==> src/core/sideband_regs.svh <==
/*
 * constants for the processor sideband block: widths, sync depth, global reset warning timing.
 * assumes inclusion by bare name from core/ files.
 */
`ifndef SIDEBAND_REGS_SVH
`define SIDEBAND_REGS_SVH

`define THERMAL_INPUT_COUNT 4
`define SYNC_STAGES         2
`define SYNC_STAGE_BITS     2
`define GRST_WARN_NS        1000
`define CLK_PERIOD_NS       50
`define GRST_WARN_CYCLES    ((`GRST_WARN_NS + `CLK_PERIOD_NS - 1) / `CLK_PERIOD_NS)
`define WARN_COUNT_BITS     5

`endif

==> src/core/sideband_pkg.sv <==
/*
 * types for the processor sideband block.
 * assumes sideband_regs.svh is included before use.
 */
`include "sideband_regs.svh"

package sideband_pkg;

    typedef enum logic [1:0] {
        PWR_ON,
        PWR_GRST_WARN,
        PWR_SOFT_OFF
    } power_state_type;

    typedef struct packed {
        logic                             thermal_trip_n;
        logic                             pm_state_from_cpu;
        logic [`THERMAL_INPUT_COUNT-1:0]  cpu_thermal_inputs;
    } cpu_inputs_type;

    typedef struct packed {
        logic cpu_power_good_o;
        logic cpu_power_good_oe;
        logic cpu_platform_reset_n;
        logic pm_state_to_cpu;
    } cpu_outputs_type;

endpackage : sideband_pkg

==> src/core/level_sync.sv <==
/*
 * two-flop synchroniser for one level.
 * assumes input is asynchronous to clk_sys.
 */
`timescale 1ns/1ps
`include "sideband_regs.svh"

module level_sync #(
    parameter logic RESET_VALUE = 1'b0
) (
    // clock and reset
    input  wire logic clk_sys,
    input  wire logic rst_n,
    input  wire logic clk_en,
    // level
    input  wire logic din,
    output logic      dout
);
    logic [`SYNC_STAGES-1:0] stage_q;
    logic [`SYNC_STAGES-1:0] stage_d;

    always_comb begin
        stage_d = {stage_q[`SYNC_STAGES-2:0], din};
    end

    always_ff @(posedge clk_sys) begin
        if (!rst_n) begin
            stage_q <= {`SYNC_STAGES{RESET_VALUE}};
        end else if (clk_en) begin
            stage_q <= stage_d;
        end
    end

    assign dout = stage_q[`SYNC_STAGES-1];
endmodule : level_sync

==> src/core/processor_sideband_control.sv <==
/*
 * processor sideband control: power good, platform reset, pm_state_to_cpu out,
 * thermal trip to soft-off, wake from processor, thermal wire and inputs.
 * assumes rst_n is the resume-well reset, synchronous to clk_sys.
 */
`timescale 1ns/1ps
`include "sideband_regs.svh"

// Overview of operation
// - power good undriven during resume-well reset and in soft-off, driven high otherwise
// - active thermal trip moves platform to soft-off once it has passed the two-flop input synchroniser
// - sync line gives processor early warning of global reset
// - incoming pm line from processor is a wake event
// - sync line low during and right after reset
// - platform reset low in reset, high after, off in sleep states
// - resume-well reset is the reference for all these pins
// - four thermal inputs accepted, never driven
// - thermal wire shared, left undriven during and after reset
module processor_sideband_control (
    // clock, reset, enable
    input  wire logic                             clk_sys,
    input  wire logic                             rst_n,
    input  wire logic                             clk_en,
    // global reset request from platform logic
    input  wire logic                             global_reset_req,
    // pins from processor
    input  wire sideband_pkg::cpu_inputs_type     cpu_in,
    // thermal wire
    input  wire logic                             cpu_thermal_wire_i,
    output logic                                  cpu_thermal_wire_o,
    output logic                                  cpu_thermal_wire_oe,
    // pins to processor
    output sideband_pkg::cpu_outputs_type         cpu_out,
    // platform power side
    output logic                                  soft_off_req,
    output logic                                  wake_event,
    output logic                                  global_reset_go,
    output logic [`THERMAL_INPUT_COUNT-1:0]       thermal_status,
    output logic                                  thermal_wire_level
);
    logic                           trip_n_s;
    logic                           pm_in_s;
    logic                           pm_in_prev_q;
    logic                           pm_in_prev_d;
    sideband_pkg::power_state_type  state_q;
    sideband_pkg::power_state_type  state_d;
    logic [`WARN_COUNT_BITS-1:0]    warn_cnt_q;
    logic [`WARN_COUNT_BITS-1:0]    warn_cnt_d;
    logic                           released_q;
    logic [`THERMAL_INPUT_COUNT-1:0] therm_q;
    logic                           wire_q;

    // input synchronisers
    level_sync #(.RESET_VALUE(1'b1)) u_trip_sync (
        .clk_sys (clk_sys),
        .rst_n   (rst_n),
        .clk_en  (clk_en),
        .din     (cpu_in.thermal_trip_n),
        .dout    (trip_n_s)
    );

    level_sync #(.RESET_VALUE(1'b0)) u_pm_state_to_cpu (
        .clk_sys (clk_sys),
        .rst_n   (rst_n),
        .clk_en  (clk_en),
        .din     (cpu_in.pm_state_from_cpu),
        .dout    (pm_in_s)
    );

    // power state and warning counter
    always_comb begin
        state_d      = state_q;
        warn_cnt_d   = warn_cnt_q;
        pm_in_prev_d = pm_in_s;
        unique case (state_q)
            sideband_pkg::PWR_ON: begin
                if (!trip_n_s) begin
                    state_d = sideband_pkg::PWR_SOFT_OFF;
                end else if (global_reset_req) begin
                    state_d    = sideband_pkg::PWR_GRST_WARN;
                    warn_cnt_d = '0;
                end
            end
            sideband_pkg::PWR_GRST_WARN: begin
                if (!trip_n_s) begin
                    state_d = sideband_pkg::PWR_SOFT_OFF;
                end else if (warn_cnt_q == `WARN_COUNT_BITS'(`GRST_WARN_CYCLES - 1)) begin
                    state_d = sideband_pkg::PWR_ON;
                end else begin
                    warn_cnt_d = warn_cnt_q + `WARN_COUNT_BITS'(1);
                end
            end
            sideband_pkg::PWR_SOFT_OFF: begin
                if (pm_in_s && !pm_in_prev_q && trip_n_s) begin
                    state_d = sideband_pkg::PWR_ON;
                end
            end
            // unused code falls back to the on state
            default: begin
                state_d = sideband_pkg::PWR_ON;
            end
        endcase
    end

    always_ff @(posedge clk_sys) begin
        if (!rst_n) begin
            state_q      <= sideband_pkg::PWR_ON;
            warn_cnt_q   <= '0;
            pm_in_prev_q <= 1'b0;
            released_q   <= 1'b0;
        end else if (clk_en) begin
            state_q      <= state_d;
            warn_cnt_q   <= warn_cnt_d;
            pm_in_prev_q <= pm_in_prev_d;
            released_q   <= 1'b1;
        end
    end

    // thermal inputs and wire sampled only
    always_ff @(posedge clk_sys) begin
        if (!rst_n) begin
            therm_q <= '0;
            wire_q  <= 1'b0;
        end else if (clk_en) begin
            therm_q <= cpu_in.cpu_thermal_inputs;
            wire_q  <= cpu_thermal_wire_i;
        end
    end

    // pin drive
    always_comb begin
        cpu_out.cpu_power_good_o  = 1'b1;
        cpu_out.cpu_power_good_oe = released_q
            && (state_q != sideband_pkg::PWR_SOFT_OFF);
        cpu_out.cpu_platform_reset_n = released_q
            && (state_q != sideband_pkg::PWR_SOFT_OFF);
        cpu_out.pm_state_to_cpu = released_q
            && (state_q == sideband_pkg::PWR_GRST_WARN);
    end

    assign cpu_thermal_wire_o  = 1'b0;
    assign cpu_thermal_wire_oe = 1'b0;
    assign soft_off_req        = (state_q == sideband_pkg::PWR_SOFT_OFF);
    assign wake_event          = (state_q == sideband_pkg::PWR_SOFT_OFF)
                                 && pm_in_s && !pm_in_prev_q && trip_n_s;
    assign global_reset_go     = (state_q == sideband_pkg::PWR_GRST_WARN)
        && (warn_cnt_q == `WARN_COUNT_BITS'(`GRST_WARN_CYCLES - 1));
    assign thermal_status      = therm_q;
    assign thermal_wire_level  = wire_q;
endmodule : processor_sideband_control

==> config.mk <==
export PLATFORM = sky130hd
export DESIGN_NAME = processor_sideband_control
export DESIGN_NICKNAME = d
export VERILOG_FILES = /design/src/core/sideband_pkg.sv /design/src/core/level_sync.sv /design/src/core/processor_sideband_control.sv
export VERILOG_INCLUDE_DIRS = /design/src /design/src/core
export SDC_FILE = /design/constraint.sdc
export NUM_CORES = 1
export LEC_CHECK = 0
export BUFFER_PORTS_ARGS = -buffer_cell sky130_fd_sc_hd__buf_2
export CAP_MARGIN = 10
export CORE_UTILIZATION = 35
export CTS_CLUSTER_DIAMETER = 200
export DETAILED_ROUTE_END_ITERATION = 6
export PLACE_DENSITY_LB_ADDON = 0.1
export SLEW_MARGIN = 25
export SYNTH_ARGS = -nofsm -noshare
export SYNTH_HDL_FRONTEND = slang
export SYNTH_SLANG_ARGS = --single-unit
==> constraint.sdc <==
create_clock -name clk_sys -period 2.68 [get_ports clk_sys]
set_input_delay 0 -clock clk_sys [delete_from_list [all_inputs] [get_ports clk_sys]]
set_output_delay 0 -clock clk_sys [all_outputs]
set_load 0.01 [all_outputs]
==> flow_metrics.tcl, run 1 <==
set metrics [dict create \
    multi_input_area_um2 494 \
    finClkSkew_ns 0.00560 \
    grt-ovfl-total 0 \
    drive_above_1_share_pct 26.4 \
    gp_routability_congestion 0.766 \
    synth_seq_area_share_pct 39.2 \
    synth_area_per_cell_um2 9.29 \
    ioPinCount 25 \
    layout_setup_ws_ns 1.20 \
    via_per_inst 4.83 \
    track_usage_pct 15.3 \
    finalWirelength_mm 1.82 \
    max_stage_delay_ns 0.39 \
    clk_latency_ns 0.29 \
    antenna_found_initial 0 \
    post-cts-setup-buffers 0 \
    drv_slew 0 \
    crit_type "reg -> out" \
    finalSetupViolations 0 \
    initial_core_util_pct 37.1 \
    synthTopCellsByArea "dfxtp_1 39%, mux2i_1 12%, nor2_1 4.5%" \
    hold_class "in -> reg" \
    path_cells "ha_1 -> nor2b_1 -> and3_1 -> buf_2" \
    syn_inst 99 \
    grt_pass1_wl_mm 3.04 \
    crit_slowest_cell "dfxtp_1" \
    dieArea_mm2 0.00284 \
    synth_seq_cells 18 \
    cts_tree "yes" \
    grt_start_max_net_pins 17 \
    leakage_nw 0.509 \
    synth_area_um2 920 \
    clk_pin_slew_ns 0.11 \
    cts_buffers 3 \
    seqCellArea_um2 360 \
    vias 749 \
    synth_top_cell_by_area "dfxtp_1" \
    insertedDiodeCount 0 \
    mostFrequentLayoutCells "21 x buf_2, 18 x dfxtp_1, 11 x mux2i_1, 11 x nor2_1, 9 x dlygate4sd3_1" \
    drc_errors 0 \
    dpl.hpwl_mm 1.26 \
    num_rows 18 \
    wl_per_cell_um 11.7 \
    die_h_um 53.3 \
    syn_to_final_growth_pct 23.4 \
    fin_crit_sh_pct 55.1 \
    placed_cells 142 \
    layout.cells.non_filler 155 \
    core_area_mm2 0.00248 \
    fmax_ghz 0.678 \
    yosysTopAreaCellShare_pct 39.2 \
    htree_levels 1 \
    ant_nets 0 \
    total_power_uw 533 \
    grt_pass1_vias 687 \
    clockRootBuffer "clkbuf_4" \
    power_density_mw_per_mm2 469 \
    status "completed" \
    hold_ws_ns 0.0972 \
    place_area_mm2 0.00101 \
    reg2reg_slack_ns 1.36 \
    crit_path_end_kind "primary output" \
    required_ns 2.68 \
    tns_ns 0 \
    synth_cell_types 37 \
    final_common_cell "buf_2" \
    final.fill_count 263 \
    dp_slack_ns 1.37 \
    fin_util_pct 45.8 \
    first_pass_iters 4 \
    start_kind "flop" \
    fp.dieW_um 53.3 \
    hold_violations 0 \
    portBuffers 21 \
    clock_path_buffers 2 \
    clkSinkCount 18 \
    worstPathArrival_ns 1.48 \
    ir_worst_vdd_uv 324 \
    rsz0062_at_grt "false" \
    design_area_mm2 0.00113 \
    yosys_warnings 0 \
    nets 138 \
    drv_cap 0 \
    cp_max_fo 5 \
    drt_iter0_drc 10 \
    period_minus_slack_ns 1.48 \
]
## metal layers
layer	global-route usage [%]	part of all wire (%)	vias to the layer above
li1	-	-	393
met1	19.2	46	329
met2	24.0	48	25
met3	5.17	5.1	2
met4	5.26	1.1	0
met5	0	0	-
## cell families after synthesis
kind of cell	count (synthesis)	synth area share (%)
other cells	2	0.817
mux	11	12.0
flops	18	39.2
compound gates	12	10.2
simple gates	43	29.0
fa+ha+maj	1	1.36
buf+inv	12	7.48
## power by group
part           internal, mW  total [mW]  switching (mW)  leakage (nW)
sequential            0.278       0.288         0.00955         0.147
combinational        0.0391      0.0767          0.0376         0.341
clock                0.0827       0.168          0.0855        0.0210
total                 0.400       0.533           0.133         0.509
## worst max-delay path, delay by kind of cell, from the launching register on
| family | cells | cell delay (ns) |
|---|---|---|
| DFF | 1 | 0.39 |
| adders and majority gates | 1 | 0.24 |
| and+or+nand+nor | 2 | 0.43 |
| buffers and inverters | 1 | 0.12 |
## area by class of cell
| cell class | instances | share of cell area (%) |
|---|---|---|
| inverter | 3 | 0.992 |
| clock buffer | 4 | 3.20 |
| tap | 30 | 3.31 |
| sequential | 18 | 31.8 |
| multi-input combinational | 70 | 43.6 |
| timing repair buffer | 30 | 17.2 |
## sequential cells by signal, summed over array words and instances, names as in the netlist
name / cells
u_trip_sync.stage_q: 2
state_q: 2
u_pm_state_to_cpu.stage_q: 2
pm_in_prev_q: 1
released_q: 1
warn_cnt_q: 5
thermal_wire_level: 1
thermal_status: 4
## cell usage after synthesis (all sizes together)
| master | count |
|---|---|
| and3b | 1 |
| o211ai | 3 |
| or3 | 2 |
| mux2i | 11 |
| nand2 | 6 |
| nand4 | 1 |
| nand4bb | 2 |
| nand2b | 2 |
| inv | 3 |
| o21ai | 1 |
| o22ai | 2 |
| a21oi | 2 |
| nor2b | 2 |
| a41oi | 1 |
| and2 | 2 |
| nand4b | 2 |
| a311oi | 1 |
| nand3 | 5 |
| ha | 1 |
| a211oi | 2 |
| conb | 2 |
| nand3b | 2 |
| buf | 6 |
| nor2 | 11 |
| and4b | 1 |
| clkbuf | 3 |
| dfxtp | 18 |
| and3 | 2 |
| nor3 | 1 |
| and2b | 1 |
## path summary, 6_finish.rpt
| check | start | endpoint | depth (start not counted) |
|---|---|---|---|
| min | global_reset_req | warn_cnt_q[2] | 4 |
| min reg2reg | released_q | released_q | 2 |
| max reg2reg | warn_cnt_q[0] | warn_cnt_q[1] | 4 |
| max | warn_cnt_q[0] | global_reset_go | 4 |
## timing repair
action,CTS,global route
endpoints found under the hold margin,8,0
setup endpoints to repair,0,0
hold buffers,9,0
gates resized for setup,0,0
(Power assumes the default switching activity.)
==> run 2: changes to the inputs <==
- clock period: 2.68 -> 1.3 ns (I/O delays scaled with it)
==> run 2 against run 1 <==
Effect of this change:
- register-to-register slack got worse by 1.3 ns
- utilization is 3.0 points higher
- sequential share of layout area is 0.90 points lower
- clock skew increased by 0.00056 ns
- sequential power rose by 100%
- design area increased by 6.5%
- combinational power rose by 120%
- sequential cell count is the same
- global-route usage decreased by 0.17 points
- clock power rose by 110%
- non-clock buffer count rose by 4
- via count is 6.1% higher
- largest cell class unchanged
==> flow_metrics.tcl, run 2 (synthesis gave the netlist of run 1 again) <==
set metrics [dict create \
    status "completed" \
    met2_length_um 891 \
    seqCellArea_um2 373 \
    design_area_mm2 0.00121 \
    dr.max_layer_used "met4" \
    hold_class "in -> reg" \
    grt_pass1_vias 733 \
    grt_start_max_net_pins 13 \
    required_ns 1.30 \
    die_h_um 53.3 \
    clockRootBuffer "clkbuf_4" \
    finalWirelength_mm 1.87 \
    max_stage_delay_ns 0.39 \
    hold_path_end "state_q[0]" \
    largest_reg_flops 5 \
    first_pass_iters 4 \
    ir_worst_vdd_uv 654 \
    drv_slew 0 \
    hold_depth 3 \
    insertedDiodeCount 0 \
    period_minus_slack_ns 1.28 \
    portBuffers 21 \
    num_rows 18 \
    clkSinkCount 18 \
    total_power_mw 1.11 \
    top_register "warn_cnt_q" \
    clock_path_buffers 2 \
    fmax_ghz 0.779 \
    htree_levels 1 \
    vias 795 \
    wl_met3_um 90 \
    grt_pass1_wl_mm 3.07 \
    hold_violations 0 \
    antenna_found_initial 0 \
    cp_max_fo 5 \
    clk_pin_slew_ns 0.11 \
    crit_path_end_kind "primary output" \
    leakage_nw 0.527 \
    final.fill_count 247 \
    core_area_mm2 0.00248 \
    rsz0062_at_grt "true" \
    drive_above_1_share_pct 34.1 \
    path_cells "ha_4 -> nor2b_4 -> and3_4 -> buf_6" \
    place_area_mm2 0.00104 \
    ant_nets 0 \
    r2r_end "warn_cnt_q[1]" \
    multi_input_area_um2 519 \
    cts_tree "yes" \
    rr_worst_depth 4 \
    final_common_cell "buf_2" \
    via_per_inst 5.00 \
    drc_errors 0 \
    ioPinCount 25 \
    hp-start "clk_en" \
    fp.dieW_um 53.3 \
    reg2reg_slack_ns 0.06 \
    finClkSkew_ns 0.00617 \
    grt-ovfl-total 0 \
    dpl.hpwl_mm 1.28 \
    power_density_mw_per_mm2 917 \
    nets 142 \
    start_kind "flop" \
    critical_path.top_delay_family "flip-flops" \
    crit_slowest_cell "dfxtp_4" \
    cts_buffers 3 \
    wl_met1_um 875 \
    track_usage_pct 15.1 \
    crit_type "reg -> out" \
    fin_crit_sh_pct 98.8 \
    drt_iter0_drc 12 \
    critPathBufInv 1 \
    gp_routability_congestion 0.779 \
    mostFrequentLayoutCells "20 x buf_2, 14 x dfxtp_1, 11 x mux2i_1, 11 x nor2_1, 9 x dlygate4sd3_1" \
    clk_latency_ns 0.29 \
    dieArea_mm2 0.00284 \
    initial_core_util_pct 37.1 \
    regToRegStartpoint "warn_cnt_q[0]" \
    hold_ws_ns 0.0294 \
    drv_cap 0 \
    syn_to_final_growth_pct 31.4 \
    finalSetupViolations 0 \
    worstPathArrival_ns 1.28 \
    wl_per_cell_um 11.8 \
]
[run 2: cell count changes in the layout (fill, tap and decap cells not counted), sizes merged]
cell | before | now
buf | 21 | 25
[run 2: final cells by class]
class	count	area share, %
Sequential cell	18	30.8
Multi-Input combinational cell	70	43.0
Clock buffer	4	3.00
Timing Repair Buffer	34	19.2
Tap cell	30	3.11
Inverter	3	0.932
[run 2: worst max-delay path by stage]
stage / startpoint / end / cells after the start
2_1_floorplan: warn_cnt_q[0] / warn_cnt_q[0] / 4
4_1_cts: warn_cnt_q[0] / global_reset_go / 4
3_5_place_dp: warn_cnt_q[0] / warn_cnt_q[1] / 4
6_report: warn_cnt_q[0] / global_reset_go / 4
3_3_place_gp: warn_cnt_q[0] / warn_cnt_q[0] / 4
5_1_grt: warn_cnt_q[0] / global_reset_go / 4
[run 2: tightest hold or removal path: cells and delay by family]
kind	cells	cell delay, ns
AND/OR/NAND/NOR	2	0.15
buffers and inverters	1	0.13
[run 2: report_power, final]
| group | internal (mW) | total (mW) | switching, mW |
|---|---|---|---|
| sequential | 0.569 | 0.588 | 0.0181 |
| clock | 0.171 | 0.349 | 0.178 |
| combinational | 0.0891 | 0.171 | 0.0824 |
[run 2: metrics by stage]
stage	TNS, ns	utilization [%]	worst slack, ns	instances
4_1_cts	0	48.2	0.000215	159
3_3_place_gp	0	41.9	0.0390	146
3_5_place_dp	-0.0148	41.9	-0.0114	146
6_report	0	48.8	0.0157	159
5_1_grt	-0.0360	48.8	-0.0360	159
2_1_floorplan	0	-	0.0894	100
[run 2: timing repair]
item | in CTS | in global routing
cloned | 0 | 0
resized for setup | 10 | 3
hold buffers | 9 | 0
pin swaps | 1 | 1
setup endpoints to repair | 4 | 2
setup buffers | 0 | 0
hold endpoints to repair | 8 | 0
[run 2: metal layers]
metal  GRT usage, %  vias up
met3           5.75        2
met4           4.39        0
met1           18.1      365
li1               -      405
met5              0        -
met2           24.6       23
==> run 3: changes to the inputs <==
- SYNTH_HIERARCHICAL: not set -> 1
==> run 3 against run 2 <==
Effect of this change:
- the run now ends with setup timing left
- total power is 1.4% higher
- highest routed layer unchanged
- critical path type is now reg -> reg
- cell count is 0.63% higher
- sequential cell count stayed put
==> flow_metrics.tcl, run 3 <==
set metrics [dict create \
    mostFrequentLayoutCells "20 x buf_2, 14 x buf_4, 14 x dfxtp_1, 11 x nor2b_1, 10 x mux2i_1" \
    ioPinCount 25 \
    clock_path_buffers 2 \
    power_density_mw_per_mm2 921 \
    async_flop_share_pct 0 \
    antenna_found_initial 0 \
    grt-ovfl-total 0 \
    num_rows 17 \
    cp_max_fo 5 \
    p_int_uw 845 \
    finalSetupViolations 6 \
    yosysTopAreaCellShare_pct 41.6 \
    crit_slowest_cell "dfxtp_2" \
    hold_class "in -> reg" \
    via_per_inst 4.57 \
    swShare_pct 24.8 \
    synth_edf_count 0 \
    drt_iter0_drc 12 \
    layout_setup_ws_ns -0.134 \
    violations "setup timing" \
    clkSinkCount 18 \
    worstPathArrival_ns 1.64 \
    dpl.hpwl_mm 1.21 \
    drv_slew 0 \
    wl_per_cell_um 11.1 \
    total_power_mw 1.12 \
    yosys_warnings 6 \
    gp_routability_congestion 0.778 \
    leakage_nw 0.562 \
    critPathBufInv 1 \
    top_register "warn_cnt_q" \
    grt_start_max_net_pins 23 \
    path_cells "ha_4 -> and4bb_4 -> a211oi_4 -> buf_4 -> nand2b_1 -> a21boi_1" \
    ys_top_cells_by_count "18 x dfxtp_1, 12 x nor2b_1, 10 x mux2i_1" \
    ir_worst_vdd_uv 573 \
    cts_tree "yes" \
    crit_path_end_kind "flop" \
    synth_area_per_cell_um2 9.51 \
    first_pass_iters 4 \
    pwr-share-clk_pct 31.2 \
    drive_above_1_share_pct 37.1 \
    synth_cell_types 26 \
    largest_reg_flops 5 \
    synth_top_cell_by_area "dfxtp_1" \
    critical_path.top_delay_family "flip-flops" \
    fp.dieW_um 51.7 \
    period_minus_slack_ns 1.43 \
    grt_pass1_wl_mm 2.90 \
    finalWirelength_mm 1.78 \
    crit_type "reg -> reg" \
    portBuffers 21 \
    rsz0062_at_grt "true" \
    track_usage_pct 15.3 \
    synth_seq_area_share_pct 41.6 \
    grt_pass1_vias 618 \
    clockRootBuffer "clkbuf_4" \
    syn_to_final_growth_pct 40.9 \
    dp_slack_ns -0.159 \
    core_area_mm2 0.00228 \
    nets 145 \
    finClkSkew_ns 0.0143 \
    final_common_cell "buf_2" \
    net-switching-power_uw 278 \
    hold_ws_ns 0.0212 \
    drc_errors 0 \
    fmax_ghz 0.698 \
    placed_cells 146 \
    combPwrFrac_pct 16.3 \
    design_area_mm2 0.00122 \
    clk_pin_slew_ns 0.11 \
    fin_crit_sh_pct 110 \
    status "complete, but fails checks" \
    synthTopCellsByArea "dfxtp_1 42%, mux2i_1 12%, nor2b_1 8.7%" \
    synthMostInstantiatedCell "dfxtp_1" \
    place_area_mm2 0.00107 \
    synth_area_um2 866 \
    vias 731 \
    ys.flop_type "dfxtp_1" \
    htree_levels 1 \
    layout.cells.non_filler 160 \
    clk_latency_ns 0.30 \
    hold_violations 0 \
    p_seq_share_pct 52.5 \
    fin_util_pct 53.6 \
    max_stage_delay_ns 0.35 \
    insertedDiodeCount 0 \
    dieArea_mm2 0.00268 \
    tns_ns -0.718 \
    initial_core_util_pct 38.0 \
    required_ns 1.51 \
    final.fill_count 208 \
    synth_seq_cells 18 \
    ant_nets 0 \
    drv_cap 0 \
    die_h_um 51.7 \
    cts_buffers 3 \
    syn_inst 91 \
    start_kind "flop" \
]
==> run 3: cell count changes after synthesis, moves of 2 or more <==
cell | previous run | this run
nand2b_1 | 2 | 4
nor2b_1 | 2 | 12
inv_2 | 2 | 0
nand4b_1 | 2 | 0
nand3_1 | 5 | 3
nor2_1 | 11 | 2
o211ai_1 | 2 | 0
a32o_1 | 0 | 3
nand2_1 | 6 | 9
o22ai_1 | 2 | 0
or3_1 | 2 | 0
a211oi_1 | 2 | 0
o21ai_0 | 0 | 2
nor3b_1 | 0 | 3
==> run 3: cell type report <==
class | count | area [um2] | area share, %
multi-input combinational | 67 | 490 | 40.2
sequential | 18 | 368 | 30.2
timing repair buffer | 42 | 287 | 23.5
clock buffer | 4 | 36.3 | 2.97
tap | 28 | 35.0 | 2.87
inverter | 1 | 3.75 | 0.308
==> run 3: power groups by stage <==
stage | Sequential [mW] | Clock [mW] | Combinational, mW
global route | 0.593 | 0.391 | 0.203
floorplan | 0.606 | 0 | 0.0939
CTS | 0.590 | 0.372 | 0.177
finish | 0.589 | 0.351 | 0.183
global placement | 0.601 | 0 | 0.155
detailed placement | 0.602 | 0 | 0.157
==> run 3: path summary, 6_finish.rpt <==
path / from / depth (start not counted) / endpoint / slack [ns]
max: warn_cnt_q[1] / 6 / warn_cnt_q[1] / -0.13
min: rst_n / 2 / u_trip_sync/stage_q[1] / 0.02
max reg2reg: warn_cnt_q[1] / 6 / warn_cnt_q[1] / -0.13
min reg2reg: released_q / 1 / released_q / 0.48
==> run 3: what timing repair did <==
| action | 4_1_cts | 5_1_grt |
|---|---|---|
| setup buffers | 1 | 2 |
| hold endpoints to repair | 7 | 0 |
| pin swaps | 5 | 4 |
| hold buffers | 7 | 0 |
| gates resized for setup | 2 | 6 |
| setup endpoints to repair | 7 | 7 |
==> run 3: layer usage <==
metal  up-vias  routed length [um]  GRT usage, %  part of all wire (%)
met1       326                 952          21.5                    54
met4         0                  44          10.8                   2.5
li1        386                   -             -                     -
met5         -                   0             0                     0
met2        14                 732          20.6                    41
met3         5                  48          2.63                   2.7
==> run 3: kinds of logic (layout without fill, tap and decap cells) <==
kind of cell             count (synthesis)  in the layout  share of synthesized area, %
AND/OR/NAND/NOR                         41             41                          28.3
flip-flops                              18             18                          41.6
AO/OA/AOI/OAI                           12             12                          11.4
multiplexers                            10             10                          11.6
buffers and inverters                    7             47                          4.77
other                                    2              3                         0.867
adder cells (fa/ha/maj)                  1              1                          1.44
